<file path="config.mk">
export PLATFORM = sky130hd
export DESIGN_NAME = tdg_gate_logic
export DESIGN_NICKNAME = d
export VERILOG_FILES = /design/src/inc/tdg_pkg.sv /design/src/design/tdg_gate_logic.sv /design/src/design/tdg_phase.sv
export SDC_FILE = /design/constraint.sdc
export NUM_CORES = 1
export LEC_CHECK = 0
export ABC_CLOCK_PERIOD_IN_PS = 13200
export BUFFER_PORTS_ARGS = -buffer_cell sky130_fd_sc_hd__buf_4
export CAP_MARGIN = 20
export CORE_MARGIN = 4
export CORE_UTILIZATION = 60
export CTS_CLUSTER_SIZE = 16
export DETAILED_ROUTE_END_ITERATION = 8
export PLACE_DENSITY = 0.78
export SLEW_MARGIN = 20
export SYNTH_ARGS = -nofsm -noshare
export SYNTH_HDL_FRONTEND = slang
export SYNTH_SLANG_ARGS = --single-unit
</file>
<file path="constraint.sdc">
create_clock -name clk -period 13.2 [get_ports clk]
set_input_delay 1.98 -clock clk [delete_from_list [all_inputs] [get_ports clk]]
set_output_delay 1.98 -clock clk [all_outputs]
set_load 0.03 [all_outputs]
</file>
<file path="src/inc/tdg_pkg.sv">
// package: constants and types for the three-phase dead-time gate logic
package tdg_pkg;
  localparam int unsigned CLK_FREQ_HZ    = 20_000_000;
  localparam int unsigned CLK_PERIOD_PS  = 50_000;
  localparam int unsigned STEP_NS        = 50;
  localparam int unsigned DT_MAX_NS      = 12_000;
  localparam int unsigned STEP_CYC_NOM   = (STEP_NS * 1000) / CLK_PERIOD_PS;
  localparam int unsigned DT_MAX_STEPS   = DT_MAX_NS / STEP_NS;
  localparam int unsigned BLANK_NS       = 1_000;
  localparam int unsigned BLANK_CYC      = ((BLANK_NS * 1000) / CLK_PERIOD_PS) > 0 ?
                                           ((BLANK_NS * 1000) / CLK_PERIOD_PS) : 1;
  localparam int unsigned CNT_W          = 16;
  localparam int unsigned PHASES         = 3;

  localparam logic [3:0] ADDR_CTRL     = 4'h0;
  localparam logic [3:0] ADDR_DEADTIME = 4'h1;
  localparam logic [3:0] ADDR_CAL      = 4'h2;
  localparam logic [3:0] ADDR_SIMUL    = 4'h3;
  localparam logic [3:0] ADDR_STATUS   = 4'h4;
  localparam logic [3:0] ADDR_IRQ_STAT = 4'h5;
  localparam logic [3:0] ADDR_IRQ_MASK = 4'h6;
  localparam logic [3:0] ADDR_STATE    = 4'h7;

  localparam logic [15:0] UNLOCK_KEY1  = 16'h00A5;
  localparam logic [15:0] UNLOCK_KEY2  = 16'h005A;

  localparam int unsigned CTRL_FULL_ON_MODE  = 0;
  localparam int unsigned CTRL_DESAT   = 1;
  localparam int unsigned CTRL_ZERODT  = 2;
  localparam int unsigned CTRL_LOCK    = 3;
  localparam int unsigned CTRL_W       = 4;
  localparam int unsigned SIM_EN_BIT   = 8;

  localparam int unsigned IRQ_W        = 4;
  localparam int unsigned IRQ_ENDROP   = 0;
  localparam int unsigned IRQ_HSREF    = 1;
  localparam int unsigned IRQ_SIMREJ   = 2;
  localparam int unsigned IRQ_LOCKREJ  = 3;

  localparam logic [15:0] ZERO16       = 16'h0000;

  typedef enum logic [1:0] {TDG_UNLOCK_IDLE, TDG_UNLOCK_KEYED, TDG_UNLOCK_DONE} tdg_unlock_t;
endpackage

</file>
<file path="src/design/tdg_gate_logic.sv">
// top: register port, mode locks, interrupts and three phase timers
`timescale 1ns/1ps
module tdg_gate_logic #(
  parameter int unsigned NPH = tdg_pkg::PHASES,
  parameter int unsigned CW  = tdg_pkg::CNT_W
) (
  input  wire logic           clk,
  input  wire logic           rst_b,
  input  wire logic [NPH-1:0] phase_high_side_request_n,
  input  wire logic [NPH-1:0] phase_low_side_request,
  input  wire logic           drive_enable_first,
  input  wire logic           drive_enable_second,
  input  wire logic [3:0]     regAddr,
  input  wire logic [15:0]    regWdata,
  input  wire logic           regWr,
  input  wire logic           regRd,
  output logic      [15:0]    regRdata,
  output logic      [NPH-1:0] highGate,
  output logic      [NPH-1:0] lowGate,
  output logic      [NPH-1:0] lowCurrentBlank,
  output logic                irq
);
  ////////////////////////////////////////////////////////////////////////
  // input synchronisers: three stages, change counts when 2nd and 3rd agree
  localparam int unsigned SW = 2 * NPH + 2;
  logic [SW-1:0] syncA_r, syncB_r, syncC_r, clean_r;
  logic [SW-1:0] rawIn;

  assign rawIn = {drive_enable_second, drive_enable_first,
                  phase_low_side_request, phase_high_side_request_n};

  always_ff @(posedge clk or negedge rst_b) begin
    if (!rst_b) begin
      syncA_r <= {{2{1'b0}}, {NPH{1'b0}}, {NPH{1'b1}}};
      syncB_r <= {{2{1'b0}}, {NPH{1'b0}}, {NPH{1'b1}}};
      syncC_r <= {{2{1'b0}}, {NPH{1'b0}}, {NPH{1'b1}}};
    end else begin
      syncA_r <= rawIn;
      syncB_r <= syncA_r;
      syncC_r <= syncB_r;
    end
  end

  always_ff @(posedge clk or negedge rst_b) begin
    if (!rst_b) begin
      clean_r <= {{2{1'b0}}, {NPH{1'b0}}, {NPH{1'b1}}};
    end else begin
      for (int i = 0; i < SW; i++) begin
        if (syncB_r[i] == syncC_r[i]) begin
          clean_r[i] <= syncC_r[i];
        end
      end
    end
  end

  logic           enable;
  logic [NPH-1:0] hsReqN, lsReq;
  assign hsReqN = clean_r[NPH-1:0];
  assign lsReq  = clean_r[2*NPH-1:NPH];
  assign enable = clean_r[2*NPH] & clean_r[2*NPH+1];

  ////////////////////////////////////////////////////////////////////////
  // configuration registers
  logic [tdg_pkg::CTRL_W-1:0] ctrl_r;
  logic [15:0]                dtSteps_r;
  logic [15:0]                stepCyc_r;
  logic                       simul_r;
  logic                       simulUsed_r;
  tdg_pkg::tdg_unlock_t       unlock_r;
  logic [tdg_pkg::IRQ_W-1:0]  irqStat_r, irqMask_r;
  logic                       wrCtrl, wrDt, wrCal, wrSim;

  assign wrCtrl = regWr && regAddr == tdg_pkg::ADDR_CTRL;
  assign wrDt   = regWr && regAddr == tdg_pkg::ADDR_DEADTIME;
  assign wrCal  = regWr && regAddr == tdg_pkg::ADDR_CAL;
  assign wrSim  = regWr && regAddr == tdg_pkg::ADDR_SIMUL;

  // modes stay fixed once the lock bit is written
  always_ff @(posedge clk or negedge rst_b) begin
    if (!rst_b) begin
      ctrl_r <= '0;
    end else if (wrCtrl && !ctrl_r[tdg_pkg::CTRL_LOCK]) begin
      ctrl_r <= regWdata[tdg_pkg::CTRL_W-1:0];
    end
  end

  // steps above the 12 us ceiling saturate
  always_ff @(posedge clk or negedge rst_b) begin
    if (!rst_b) begin
      dtSteps_r <= '0;
      stepCyc_r <= 16'(tdg_pkg::STEP_CYC_NOM);
    end else begin
      if (wrDt) begin
        dtSteps_r <= (regWdata > 16'(tdg_pkg::DT_MAX_STEPS)) ?
                     16'(tdg_pkg::DT_MAX_STEPS) : regWdata;
      end
      if (wrCal && regWdata != tdg_pkg::ZERO16) begin
        stepCyc_r <= regWdata;
      end
    end
  end

  // key 1, key 2, then one setting write; later attempts ignored
  always_ff @(posedge clk or negedge rst_b) begin
    if (!rst_b) begin
      unlock_r    <= tdg_pkg::TDG_UNLOCK_IDLE;
      simul_r     <= 1'b0;
      simulUsed_r <= 1'b0;
    end else if (wrSim && !simulUsed_r) begin
      unique case (unlock_r)
        tdg_pkg::TDG_UNLOCK_IDLE: begin
          unlock_r <= (regWdata == tdg_pkg::UNLOCK_KEY1) ?
                      tdg_pkg::TDG_UNLOCK_KEYED : tdg_pkg::TDG_UNLOCK_IDLE;
        end
        tdg_pkg::TDG_UNLOCK_KEYED: begin
          unlock_r <= (regWdata == tdg_pkg::UNLOCK_KEY2) ?
                      tdg_pkg::TDG_UNLOCK_DONE : tdg_pkg::TDG_UNLOCK_IDLE;
        end
        tdg_pkg::TDG_UNLOCK_DONE: begin
          simul_r     <= regWdata[tdg_pkg::SIM_EN_BIT];
          simulUsed_r <= 1'b1;
          unlock_r    <= tdg_pkg::TDG_UNLOCK_IDLE;
        end
      endcase
    end
  end

  ////////////////////////////////////////////////////////////////////////
  // dead time in cycles: steps times calibrated step length
  logic [31:0]   dtProd;
  logic [CW-1:0] dtCycles;
  assign dtProd   = dtSteps_r * stepCyc_r;
  assign dtCycles = (ctrl_r[tdg_pkg::CTRL_ZERODT]) ? '0 :
                    (dtProd[31:CW] != '0) ? '1 : dtProd[CW-1:0];

  ////////////////////////////////////////////////////////////////////////
  // phases
  logic [NPH-1:0] hsRefused;

  genvar g;
  generate
    for (g = 0; g < NPH; g++) begin : gPhase
      tdg_phase #(.CW(CW)) uPhase (
        .clk       (clk),
        .rst_b     (rst_b),
        .hsReqN    (hsReqN[g]),
        .lsReq     (lsReq[g]),
        .enable    (enable),
        .dtCycles  (dtCycles),
        .simulMode (simul_r),
        .full_on_mode    (ctrl_r[tdg_pkg::CTRL_FULL_ON_MODE]),
        .hsGate    (highGate[g]),
        .lsGate    (lowGate[g]),
        .blanking  (lowCurrentBlank[g]),
        .hsRefused (hsRefused[g])
      );
    end
  endgenerate

  ////////////////////////////////////////////////////////////////////////
  // interrupts: sticky events, write one to clear, set wins
  logic                      enPrev_r;
  logic [tdg_pkg::IRQ_W-1:0] irqEvt;
  logic [tdg_pkg::IRQ_W-1:0] irqClr;

  always_ff @(posedge clk or negedge rst_b) begin
    if (!rst_b) begin
      enPrev_r <= 1'b0;
    end else begin
      enPrev_r <= enable;
    end
  end

  always_comb begin
    irqEvt = '0;
    irqEvt[tdg_pkg::IRQ_ENDROP]  = enPrev_r & ~enable;
    irqEvt[tdg_pkg::IRQ_HSREF]   = |hsRefused;
    irqEvt[tdg_pkg::IRQ_SIMREJ]  = wrSim & simulUsed_r;
    irqEvt[tdg_pkg::IRQ_LOCKREJ] = wrCtrl & ctrl_r[tdg_pkg::CTRL_LOCK];
  end

  assign irqClr = (regWr && regAddr == tdg_pkg::ADDR_IRQ_STAT) ?
                  regWdata[tdg_pkg::IRQ_W-1:0] : '0;

  always_ff @(posedge clk or negedge rst_b) begin
    if (!rst_b) begin
      irqStat_r <= '0;
      irqMask_r <= '0;
    end else begin
      irqStat_r <= (irqStat_r & ~irqClr) | irqEvt;
      if (regWr && regAddr == tdg_pkg::ADDR_IRQ_MASK) begin
        irqMask_r <= regWdata[tdg_pkg::IRQ_W-1:0];
      end
    end
  end

  assign irq = |(irqStat_r & irqMask_r);

  ////////////////////////////////////////////////////////////////////////
  // read port: data valid the cycle after the strobe only
  always_ff @(posedge clk or negedge rst_b) begin
    if (!rst_b) begin
      regRdata <= '0;
    end else if (!regRd) begin
      regRdata <= '0;
    end else begin
      unique case (regAddr)
        tdg_pkg::ADDR_CTRL:     regRdata <= 16'(ctrl_r);
        tdg_pkg::ADDR_DEADTIME: regRdata <= dtSteps_r;
        tdg_pkg::ADDR_CAL:      regRdata <= stepCyc_r;
        tdg_pkg::ADDR_SIMUL:    regRdata <= {7'h00, simul_r, 6'h00, simulUsed_r, unlock_r == tdg_pkg::TDG_UNLOCK_DONE};
        tdg_pkg::ADDR_STATUS:   regRdata <= 16'({enable, lowCurrentBlank, lowGate, highGate});
        tdg_pkg::ADDR_IRQ_STAT: regRdata <= 16'(irqStat_r);
        tdg_pkg::ADDR_IRQ_MASK: regRdata <= 16'(irqMask_r);
        tdg_pkg::ADDR_STATE:    regRdata <= 16'({lsReq, ~hsReqN});
        default:                regRdata <= '0;
      endcase
    end
  end
endmodule

</file>
<file path="src/design/tdg_phase.sv">
// one phase: edge detection, dead-time timer, blanking, bootstrap interlock
`timescale 1ns/1ps
module tdg_phase #(
  parameter int unsigned CW = tdg_pkg::CNT_W
) (
  input  wire logic          clk,
  input  wire logic          rst_b,
  input  wire logic          hsReqN,
  input  wire logic          lsReq,
  input  wire logic          enable,
  input  wire logic [CW-1:0] dtCycles,
  input  wire logic          simulMode,
  input  wire logic          full_on_mode,
  output logic               hsGate,
  output logic               lsGate,
  output logic               blanking,
  output logic               hsRefused
);
  logic          hsReq;
  logic          hsPrev_r, lsPrev_r;
  logic          hsRise, lsRise;
  logic          hsPend_r, lsPend_r;
  logic [CW-1:0] dtCnt_r;
  logic [15:0]   blankCnt_r;
  logic          lsSeen_r;
  logic          hsOn_r, lsOn_r;

  assign hsReq  = ~hsReqN;
  assign hsRise = hsReq & ~hsPrev_r;
  assign lsRise = lsReq & ~lsPrev_r;

  always_ff @(posedge clk or negedge rst_b) begin
    if (!rst_b) begin
      hsPrev_r <= 1'b0;
      lsPrev_r <= 1'b0;
    end else begin
      hsPrev_r <= hsReq;
      lsPrev_r <= lsReq;
    end
  end

  // timer starts on the opposite turn-off, which is the same edge
  always_ff @(posedge clk or negedge rst_b) begin
    if (!rst_b) begin
      hsOn_r   <= 1'b0;
      lsOn_r   <= 1'b0;
      hsPend_r <= 1'b0;
      lsPend_r <= 1'b0;
      dtCnt_r  <= '0;
    end else if (!enable) begin
      hsOn_r   <= 1'b0;
      lsOn_r   <= 1'b0;
      hsPend_r <= 1'b0;
      lsPend_r <= 1'b0;
      dtCnt_r  <= '0;
    end else if (simulMode) begin
      hsOn_r   <= hsReq & lsSeen_r;
      lsOn_r   <= lsReq;
      hsPend_r <= 1'b0;
      lsPend_r <= 1'b0;
    end else if (hsRise && (lsSeen_r || lsRise)) begin
      lsOn_r   <= 1'b0;
      hsOn_r   <= (dtCycles == '0);
      hsPend_r <= (dtCycles != '0);
      lsPend_r <= 1'b0;
      dtCnt_r  <= dtCycles;
    end else if (lsRise) begin
      hsOn_r   <= 1'b0;
      lsOn_r   <= (dtCycles == '0);
      lsPend_r <= (dtCycles != '0);
      hsPend_r <= 1'b0;
      dtCnt_r  <= dtCycles;
    end else begin
      if (!hsReq && !full_on_mode) begin
        hsOn_r   <= 1'b0;
        hsPend_r <= 1'b0;
      end
      if (!lsReq && !full_on_mode) begin
        lsOn_r   <= 1'b0;
        lsPend_r <= 1'b0;
      end
      if ((hsPend_r || lsPend_r) && dtCnt_r != '0) begin
        dtCnt_r <= dtCnt_r - 1'b1;
      end
      if (hsPend_r && dtCnt_r == CW'(1)) begin
        hsOn_r   <= 1'b1;
        hsPend_r <= 1'b0;
      end
      if (lsPend_r && dtCnt_r == CW'(1)) begin
        lsOn_r   <= 1'b1;
        lsPend_r <= 1'b0;
      end
    end
  end

  // bootstrap must be charged by one low-side pulse after enable unless low and high requests rise in the same cycle with simulMode off
  always_ff @(posedge clk or negedge rst_b) begin
    if (!rst_b) begin
      lsSeen_r <= 1'b0;
    end else if (!enable) begin
      lsSeen_r <= 1'b0;
    end else if (lsOn_r) begin
      lsSeen_r <= 1'b1;
    end
  end

  always_ff @(posedge clk or negedge rst_b) begin
    if (!rst_b) begin
      blankCnt_r <= '0;
    end else if (simulMode) begin
      blankCnt_r <= '0;
    end else if (hsReq != hsPrev_r || lsReq != lsPrev_r) begin
      blankCnt_r <= 16'(tdg_pkg::BLANK_CYC);
    end else if (blankCnt_r != '0) begin
      blankCnt_r <= blankCnt_r - 1'b1;
    end
  end

  assign blanking  = (blankCnt_r != '0);
  assign hsRefused = enable & hsRise & ~lsSeen_r & ~lsRise;
  assign hsGate    = hsOn_r & enable;
  assign lsGate    = lsOn_r & enable;
endmodule

</file>
==> results.sh, run 1 <==
export IMPL_post_cts_buffers=0
export IMPL_grt_use_total=0.2772
export IMPL_setup_viol=0
export IMPL_min_path_type="reg -> reg"
export IMPL_drc=0
export IMPL_cp_end_kind="register"
export IMPL_synth_main_ff_cell="dfrtp_1"
export IMPL_regArea_sq_um=5371
export IMPL_htreeDepth=1
export IMPL_synth_edf_count=0
export IMPL_rsz0062_at_grt="false"
export IMPL_clk_latency_ps=520
export IMPL_nFillCells=2463
export IMPL_cts_resized=0
export IMPL_clock_skew_ps=30.26
export IMPL_arrival_ps=8210
export IMPL_ys_seq_elements=214
export IMPL_synth_commonest_cells="nand2_1, inv_1, dfrtp_1"
export IMPL_ant_nets=0
export IMPL_io_buffers=57
export IMPL_setup_ws_ps=5339
export IMPL_grt_pass1_vias=15657
export IMPL_initial_core_util=0.6064
export IMPL_status="finished clean"
export IMPL_layout_min_cycle_time_ps=7861
export IMPL_routabilityCongestion=0.9142
export IMPL_synth_warnings=0
export IMPL_finalMaxSlewViolations=0
export IMPL_clk_path_buf_depth=3
export IMPL_final_setup_tns_ps=0
export IMPL_netlist_instances=2069
export IMPL_core_sq_um=31470
export IMPL_synth_area_leader_cell="dfrtp_1"
export IMPL_area_growth_syn_to_layout_pct=6.522
export IMPL_io_pins=58
export IMPL_hold_slack_ps=346.9
export IMPL_synth_area_sq_um=19090
export IMPL_max_freq_mhz=127.2
export IMPL_rrSetupSlack_ps=5340
export IMPL_die_area_sq_um=34730
export IMPL_final_cells=2472
export IMPL_synth_top_area_share=0.2635
export IMPL_clock_sinks=214
export IMPL_cts_buffers=21
export IMPL_cp_max_fo=18
export IMPL_cp_start_kind="register"
export IMPL_vdd_drop_max_mv=0.1226
export IMPL_seq_area_frac_synth=0.2814
export IMPL_via_per_inst=6.180
export IMPL_synthArstFlopShare=1.000
export IMPL_grt_overflow_total=0
export IMPL_hold_viol_final=0
export IMPL_path_class="reg -> reg"
export IMPL_period_share=0.5955
export IMPL_synth_most_common_cell="nand2_1"
export IMPL_leakagePower_uw=0.009391
export IMPL_grt_max_degree=81
export IMPL_post_drt_wl_per_cell_microns=19.42
export IMPL_power_density_nw_per_um2=169.8
export IMPL_cts_root_buffer_cell="clkbuf_16"
export IMPL_drt_iter0_drc=1436
export IMPL_relSlewSlack=0.2736
export IMPL_drive_above_1_share=0.08217
export IMPL_dpl_cell_count=2434
export IMPL_multi_input_area_sq_um=12370
export IMPL_wirelength_microns=48010
export IMPL_vias=15276
export IMPL_power_uw=3453
export IMPL_maxCapViolCount=0
export IMPL_tightest_slew_ps=1090
export IMPL_postCtsHoldBufs=0
export IMPL_detailedPlace_worstSlack_ps=5417
export IMPL_synthDistinctLibCells=83
export IMPL_grt_pass1_wl_microns=80320
export IMPL_first_pass_iters=6
export IMPL_dp_final_hpwl_microns=35840
export IMPL_critPathRequiredTime_ps=13550
export IMPL_synth_avg_cell_area_sq_um=9.225
export IMPL_synth_nets=2416
export IMPL_die_height_microns=186.4
export IMPL_core_rowCount=65
export IMPL_synthTopCellsByArea="dfrtp_1, fa_1, ha_1"
export IMPL_cts_tree="built"
export IMPL_cts_clk_slew_worst_paths_ps=70
export IMPL_antenna_found_initial=2
export IMPL_die_w_microns=186.4
export IMPL_fin_nets=2402
-- layer usage --
metal	wire, microns	global-route usage
met4	1597	0.08220
met5	13	0
met2	21720	0.4301
met3	4441	0.06023
met1	20240	0.3981
-- layout by cell type (no fill, tap or decap), types with 63 or more instances in the layout --
cell	synthesis	routed
nand2_1	263	263
inv_1	240	240
dfrtp_1	201	201
fa_1	194	194
and2_1	150	150
nor2_1	149	149
ha_1	121	121
a21oi_1	79	79
o21ai_0	75	75
buf_4	9	63
-- final timing paths --
kind | cells past startpoint | from | end
worst max-delay path | 21 | dtSteps_r[8] | gPhase[1].uPhase.dtCnt_r[10]
worst min-delay path | 0 | syncA_r[5] | syncB_r[5]
worst max register to register | 21 | dtSteps_r[8] | gPhase[1].uPhase.dtCnt_r[10]
worst min register to register | 0 | syncA_r[5] | syncB_r[5]
max in group asynchronous | 2 | rst_b | regRdata[3]
min in group asynchronous | 1 | rst_b | gPhase[2].uPhase.dtCnt_r[5]
-- cell families (layout without fill, tap and decap cells) --
| group | count (synthesis) | in the layout | share of synthesized area |
|---|---|---|---|
| and+or+nand+nor | 788 | 788 | 0.2045 |
| AOI/OAI and AO/OA | 313 | 313 | 0.1101 |
| muxes | 36 | 36 | 0.02124 |
| other | 0 | 1 | 0 |
| xor gates and xnor gates | 54 | 54 | 0.02478 |
| buffers and inverters | 341 | 341 | 0.07099 |
| DFF | 214 | 214 | 0.2814 |
| adders and majority gates | 323 | 323 | 0.2870 |
-- flip-flops by register name, indices dropped and copies added, names as in the netlist, 2 cells and up --
signal                    cells
gPhase.uPhase.blankCnt_r     48
gPhase.uPhase.dtCnt_r        48
dtSteps_r                    16
regRdata                     16
stepCyc_r                    16
clean_r                       8
syncA_r                       8
syncB_r                       8
syncC_r                       8
ctrl_r                        4
irqMask_r                     4
irqStat_r                     4
gPhase.uPhase.hsOn_r          3
gPhase.uPhase.hsPend_r        3
gPhase.uPhase.hsPrev_r        3
gPhase.uPhase.lsOn_r          3
gPhase.uPhase.lsPend_r        3
gPhase.uPhase.lsPrev_r        3
gPhase.uPhase.lsSeen_r        3
unlock_r                      2
-- power by group --
| part | total, uW | internal (uW) | switching, uW |
|---|---|---|---|
| logic | 1940 | 734 | 1210 |
| clock network | 620 | 357 | 263 |
| registers | 888 | 736 | 152 |
| total | 3450 | 1830 | 1630 |
-- per-stage QoR --
step / utilization / cell area, sq um
4_1_cts: 0.6458 / 20320
6_report: 0.6460 / 20330
3_5_place_dp: 0.6235 / 19620
3_3_place_gp: 0.6235 / 19620
2_1_floorplan: - / 19090
5_1_grt: 0.6459 / 20330
-- area by class of cell --
type	instances	area share
sequential	214	0.2642
antenna	1	0.0001231
tap	402	0.02474
inverter	240	0.04431
clock buffer	29	0.02929
timing repair buffer	64	0.02400
multi-input combinational	1514	0.6082
clock inverter	8	0.005169
-- critical path, stage by stage, from the launching register on --
cell	delay [ps]
dfrtp_1	790
nand2_1	170
fa_1	570
inv_1	50
fa_1	490
fa_1	610
fa_1	440
fa_1	490
inv_1	50
fa_1	480
inv_1	50
ha_1	370
and2_4	220
and3_4	190
a221oi_4	350
a21boi_2	120
o21ai_2	140
mux2i_1	80
or4b_1	480
or3_1	790
nor2_1	540
o221ai_1	200
No activity file was read; power rests on OpenSTA's default activity.
==> inputs of run 2 (changes only) <==
--- a/config.mk
+++ b/config.mk
@@ -5,7 +5,8 @@
 export SDC_FILE = /design/constraint.sdc
 export NUM_CORES = 1
 export LEC_CHECK = 0
-export ABC_CLOCK_PERIOD_IN_PS = 13200
+export ABC_AREA = 1
+export ABC_CLOCK_PERIOD_IN_PS = 8150
 export BUFFER_PORTS_ARGS = -buffer_cell sky130_fd_sc_hd__buf_4
 export CAP_MARGIN = 20
 export CORE_MARGIN = 4
==> constraint.sdc (replaced) <==
create_clock -name clk -period 8.15 [get_ports clk]
set_input_delay 1.2225 -clock clk [delete_from_list [all_inputs] [get_ports clk]]
set_output_delay 1.2225 -clock clk [all_outputs]
set_load 0.03 [all_outputs]
==> run 2 against run 1 <==
Sequential share of layout area shrank 1.9 points; non-clock buffer count increased by 1; maximum frequency is 6.0% higher; clock skew fell by 13 ps; count of clock-buffer cells in the layout grew 8; critical path depth grew 8; cell count rose by 29%; combinational power increased by 39%; highest routed layer is now met4.
==> results.sh, run 2 <==
export IMPL_final_setup_tns_ps=0
export IMPL_cp_top_family="adder cells"
export IMPL_synth_avg_cell_area_sq_um=7.514
export IMPL_die_area_sq_um=37250
export IMPL_cts_buffers=22
export IMPL_wl_met2_microns=23670
export IMPL_leakagePower_uw=0.01187
export IMPL_r2r_cells=29
export IMPL_tightest_slew_ps=1041
export IMPL_synth_nets=3080
export IMPL_routed_top_layer="met4"
export IMPL_cpPeakStageDelay_ps=870
export IMPL_final_cell_mix="nand2_1, inv_1, dfrtp_1"
export IMPL_cts_tree="built"
export IMPL_cts_resized=0
export IMPL_arrival_ps=7880
export IMPL_top_regs="gPhase.uPhase.blankCnt_r: 48 flops, gPhase.uPhase.dtCnt_r: 48 flops"
export IMPL_antenna_found_initial=0
export IMPL_p_sw_uw=2373
export IMPL_htreeDepth=1
export IMPL_crit_path_end="gPhase[1].uPhase.hsOn_r"
export IMPL_clock_sinks=214
export IMPL_status="finished clean"
export IMPL_io_pins=58
export IMPL_rr_startpoint="dtSteps_r[15]"
export IMPL_synth_commonest_cells="nand2_1, inv_1, dfrtp_1"
export IMPL_antennaDiodeCount=0
export IMPL_min_path_type="reg -> reg"
export IMPL_cp_start_kind="register"
export IMPL_final_common_cell="nand2_1"
export IMPL_maxCapViolCount=0
export IMPL_power_share_sequential=0.279
export IMPL_r2r_end="gPhase[1].uPhase.hsOn_r"
export IMPL_multi_input_area_sq_um=12350
export IMPL_synth_warnings=0
export IMPL_wirelength_microns=52470
export IMPL_path_depth=29
export IMPL_rrSetupSlack_ps=730
export IMPL_die_w_microns=193
export IMPL_via_per_inst=5.515
export IMPL_setup_ws_ps=730.4
export IMPL_area_growth_syn_to_layout_pct=6.477
export IMPL_io_buffers=57
export IMPL_routabilityCongestion=0.9570
export IMPL_vias=17555
export IMPL_drt_iter0_drc=2036
export IMPL_ant_nets=0
export IMPL_cp_slowest_cell="dfrtp_1"
export IMPL_dp_final_hpwl_microns=40810
export IMPL_cts_root_buffer_cell="clkbuf_16"
export IMPL_p_int_uw=2693
export IMPL_die_height_microns=193
export IMPL_synth_area_leader_cell="dfrtp_1"
export IMPL_fin_nets=3066
export IMPL_postCtsHoldBufs=0
export IMPL_max_freq_mhz=134.8
export IMPL_comb_power_share=0.532
export IMPL_finalMaxSlewViolations=0
export IMPL_rsz0062_at_grt="false"
export IMPL_post_drt_wl_per_cell_microns=16.49
export IMPL_relSlewSlack=0.3041
export IMPL_drc=0
export IMPL_vdd_drop_max_mv=0.2075
export IMPL_clk_path_buf_depth=3
export IMPL_power_density_nw_per_um2=231.7
export IMPL_setup_viol=0
export IMPL_cp_end_kind="register"
export IMPL_cp_max_fo=18
export IMPL_seq_area_frac_synth=0.2616
export IMPL_cts_clk_slew_worst_paths_ps=60
export IMPL_core_rowCount=67
export IMPL_critPathRequiredTime_ps=8610
export IMPL_layout_min_cycle_time_ps=7420
export IMPL_hold_viol_final=0
export IMPL_crit_buf_inv=4
export IMPL_design_area_sq_um=21860
export IMPL_netlist_instances=2733
export IMPL_synth_edf_count=0
export IMPL_wirelength_met1_microns=21950
export IMPL_synth_area_sq_um=20530
export IMPL_path_class="reg -> reg"
export IMPL_grt_pass1_wl_microns=87100
export IMPL_p_sw_frac=0.4684
export IMPL_grt_max_degree=176
export IMPL_grt_overflow_total=0
export IMPL_synth_top_area_share=0.2449
export IMPL_place_area_sq_um=21180
export IMPL_synthArstFlopShare=1.000
export IMPL_synth_most_common_cell="nand2_1"
export IMPL_grt_pass1_vias=17420
export IMPL_synthDistinctLibCells=60
export IMPL_post_cts_buffers=0
export IMPL_core_sq_um=33620
export IMPL_initial_core_util=0.6109
export IMPL_synth_main_ff_cell="dfrtp_1"
export IMPL_drive_above_1_share=0.06362
export IMPL_regArea_sq_um=5371
export IMPL_grt_use_total=0.2888
export IMPL_ys_seq_elements=214
export IMPL_clock_skew_ps=17.76
export IMPL_wl_met3_microns=5020
export IMPL_period_share=0.9104
export IMPL_clkPwrFrac=0.190
export IMPL_synthTopCellsByArea="dfrtp_1, fa_1, nand2_1"
export IMPL_clk_latency_ps=530
export IMPL_nFillCells=2878
export IMPL_detailedPlace_worstSlack_ps=821.6
export IMPL_critPathLaunch="dtSteps_r[15]"
export IMPL_first_pass_iters=5
## run 2: power by group through the flow
stage                     clock, uW  sequential, uW  combinational [uW]
after floorplan                   0            1270                2110
after global placement            0            1410                2610
after detailed placement          0            1420                2670
after CTS                       975            1400                2680
after global routing           1020            1430                3090
final                           962            1410                2690
## run 2: layout make-up
cell class              count  area share
multi-input cells        1780      0.5650
inverters                 636      0.1092
repair buffers             65     0.02323
clock inverters             3    0.001202
flip-flops and latches    214      0.2457
clock buffers              37     0.03004
well taps                 448     0.02564
## run 2: through the flow
stage                     utilization  power, uW  std cells  hold slack, ps
after global routing           0.6504       5539       3183           346.4
after global placement         0.6301       4017       3143           334.5
after detailed placement       0.6301       4089       3143           335.5
after CTS                      0.6504       5060       3183           345.8
final                          0.6504       5067       3183           342.7
after floorplan                     -       3374       2733           331.2
## run 2: logic make-up after synthesis
logic type | after synthesis | share of synthesized area
AO/OA/AOI/OAI | 361 | 0.1006
XOR/XNOR | 37 | 0.01578
adder cells (fa/ha/maj) | 323 | 0.2668
buffers and inverters | 739 | 0.1376
flip-flops | 214 | 0.2616
multiplexers | 8 | 0.004387
AND/OR/NAND/NOR | 1051 | 0.2133
## run 2: how the worst min path moves through the flow
stage | startpoint | to | cells past startpoint
final | syncA_r[7] | syncB_r[7] | 0
after CTS | syncA_r[7] | syncB_r[7] | 0
after floorplan | syncA_r[3] | syncB_r[3] | 0
after global placement | syncA_r[7] | syncB_r[7] | 0
after global routing | syncA_r[7] | syncB_r[7] | 0
after detailed placement | syncA_r[6] | syncB_r[6] | 0
## run 2: metal layers
metal	GRT usage	vias to the layer above
li1	-	8312
met1	0.4070	8308
met2	0.4579	809
met3	0.05798	126
met4	0.08742	0
met5	0	-
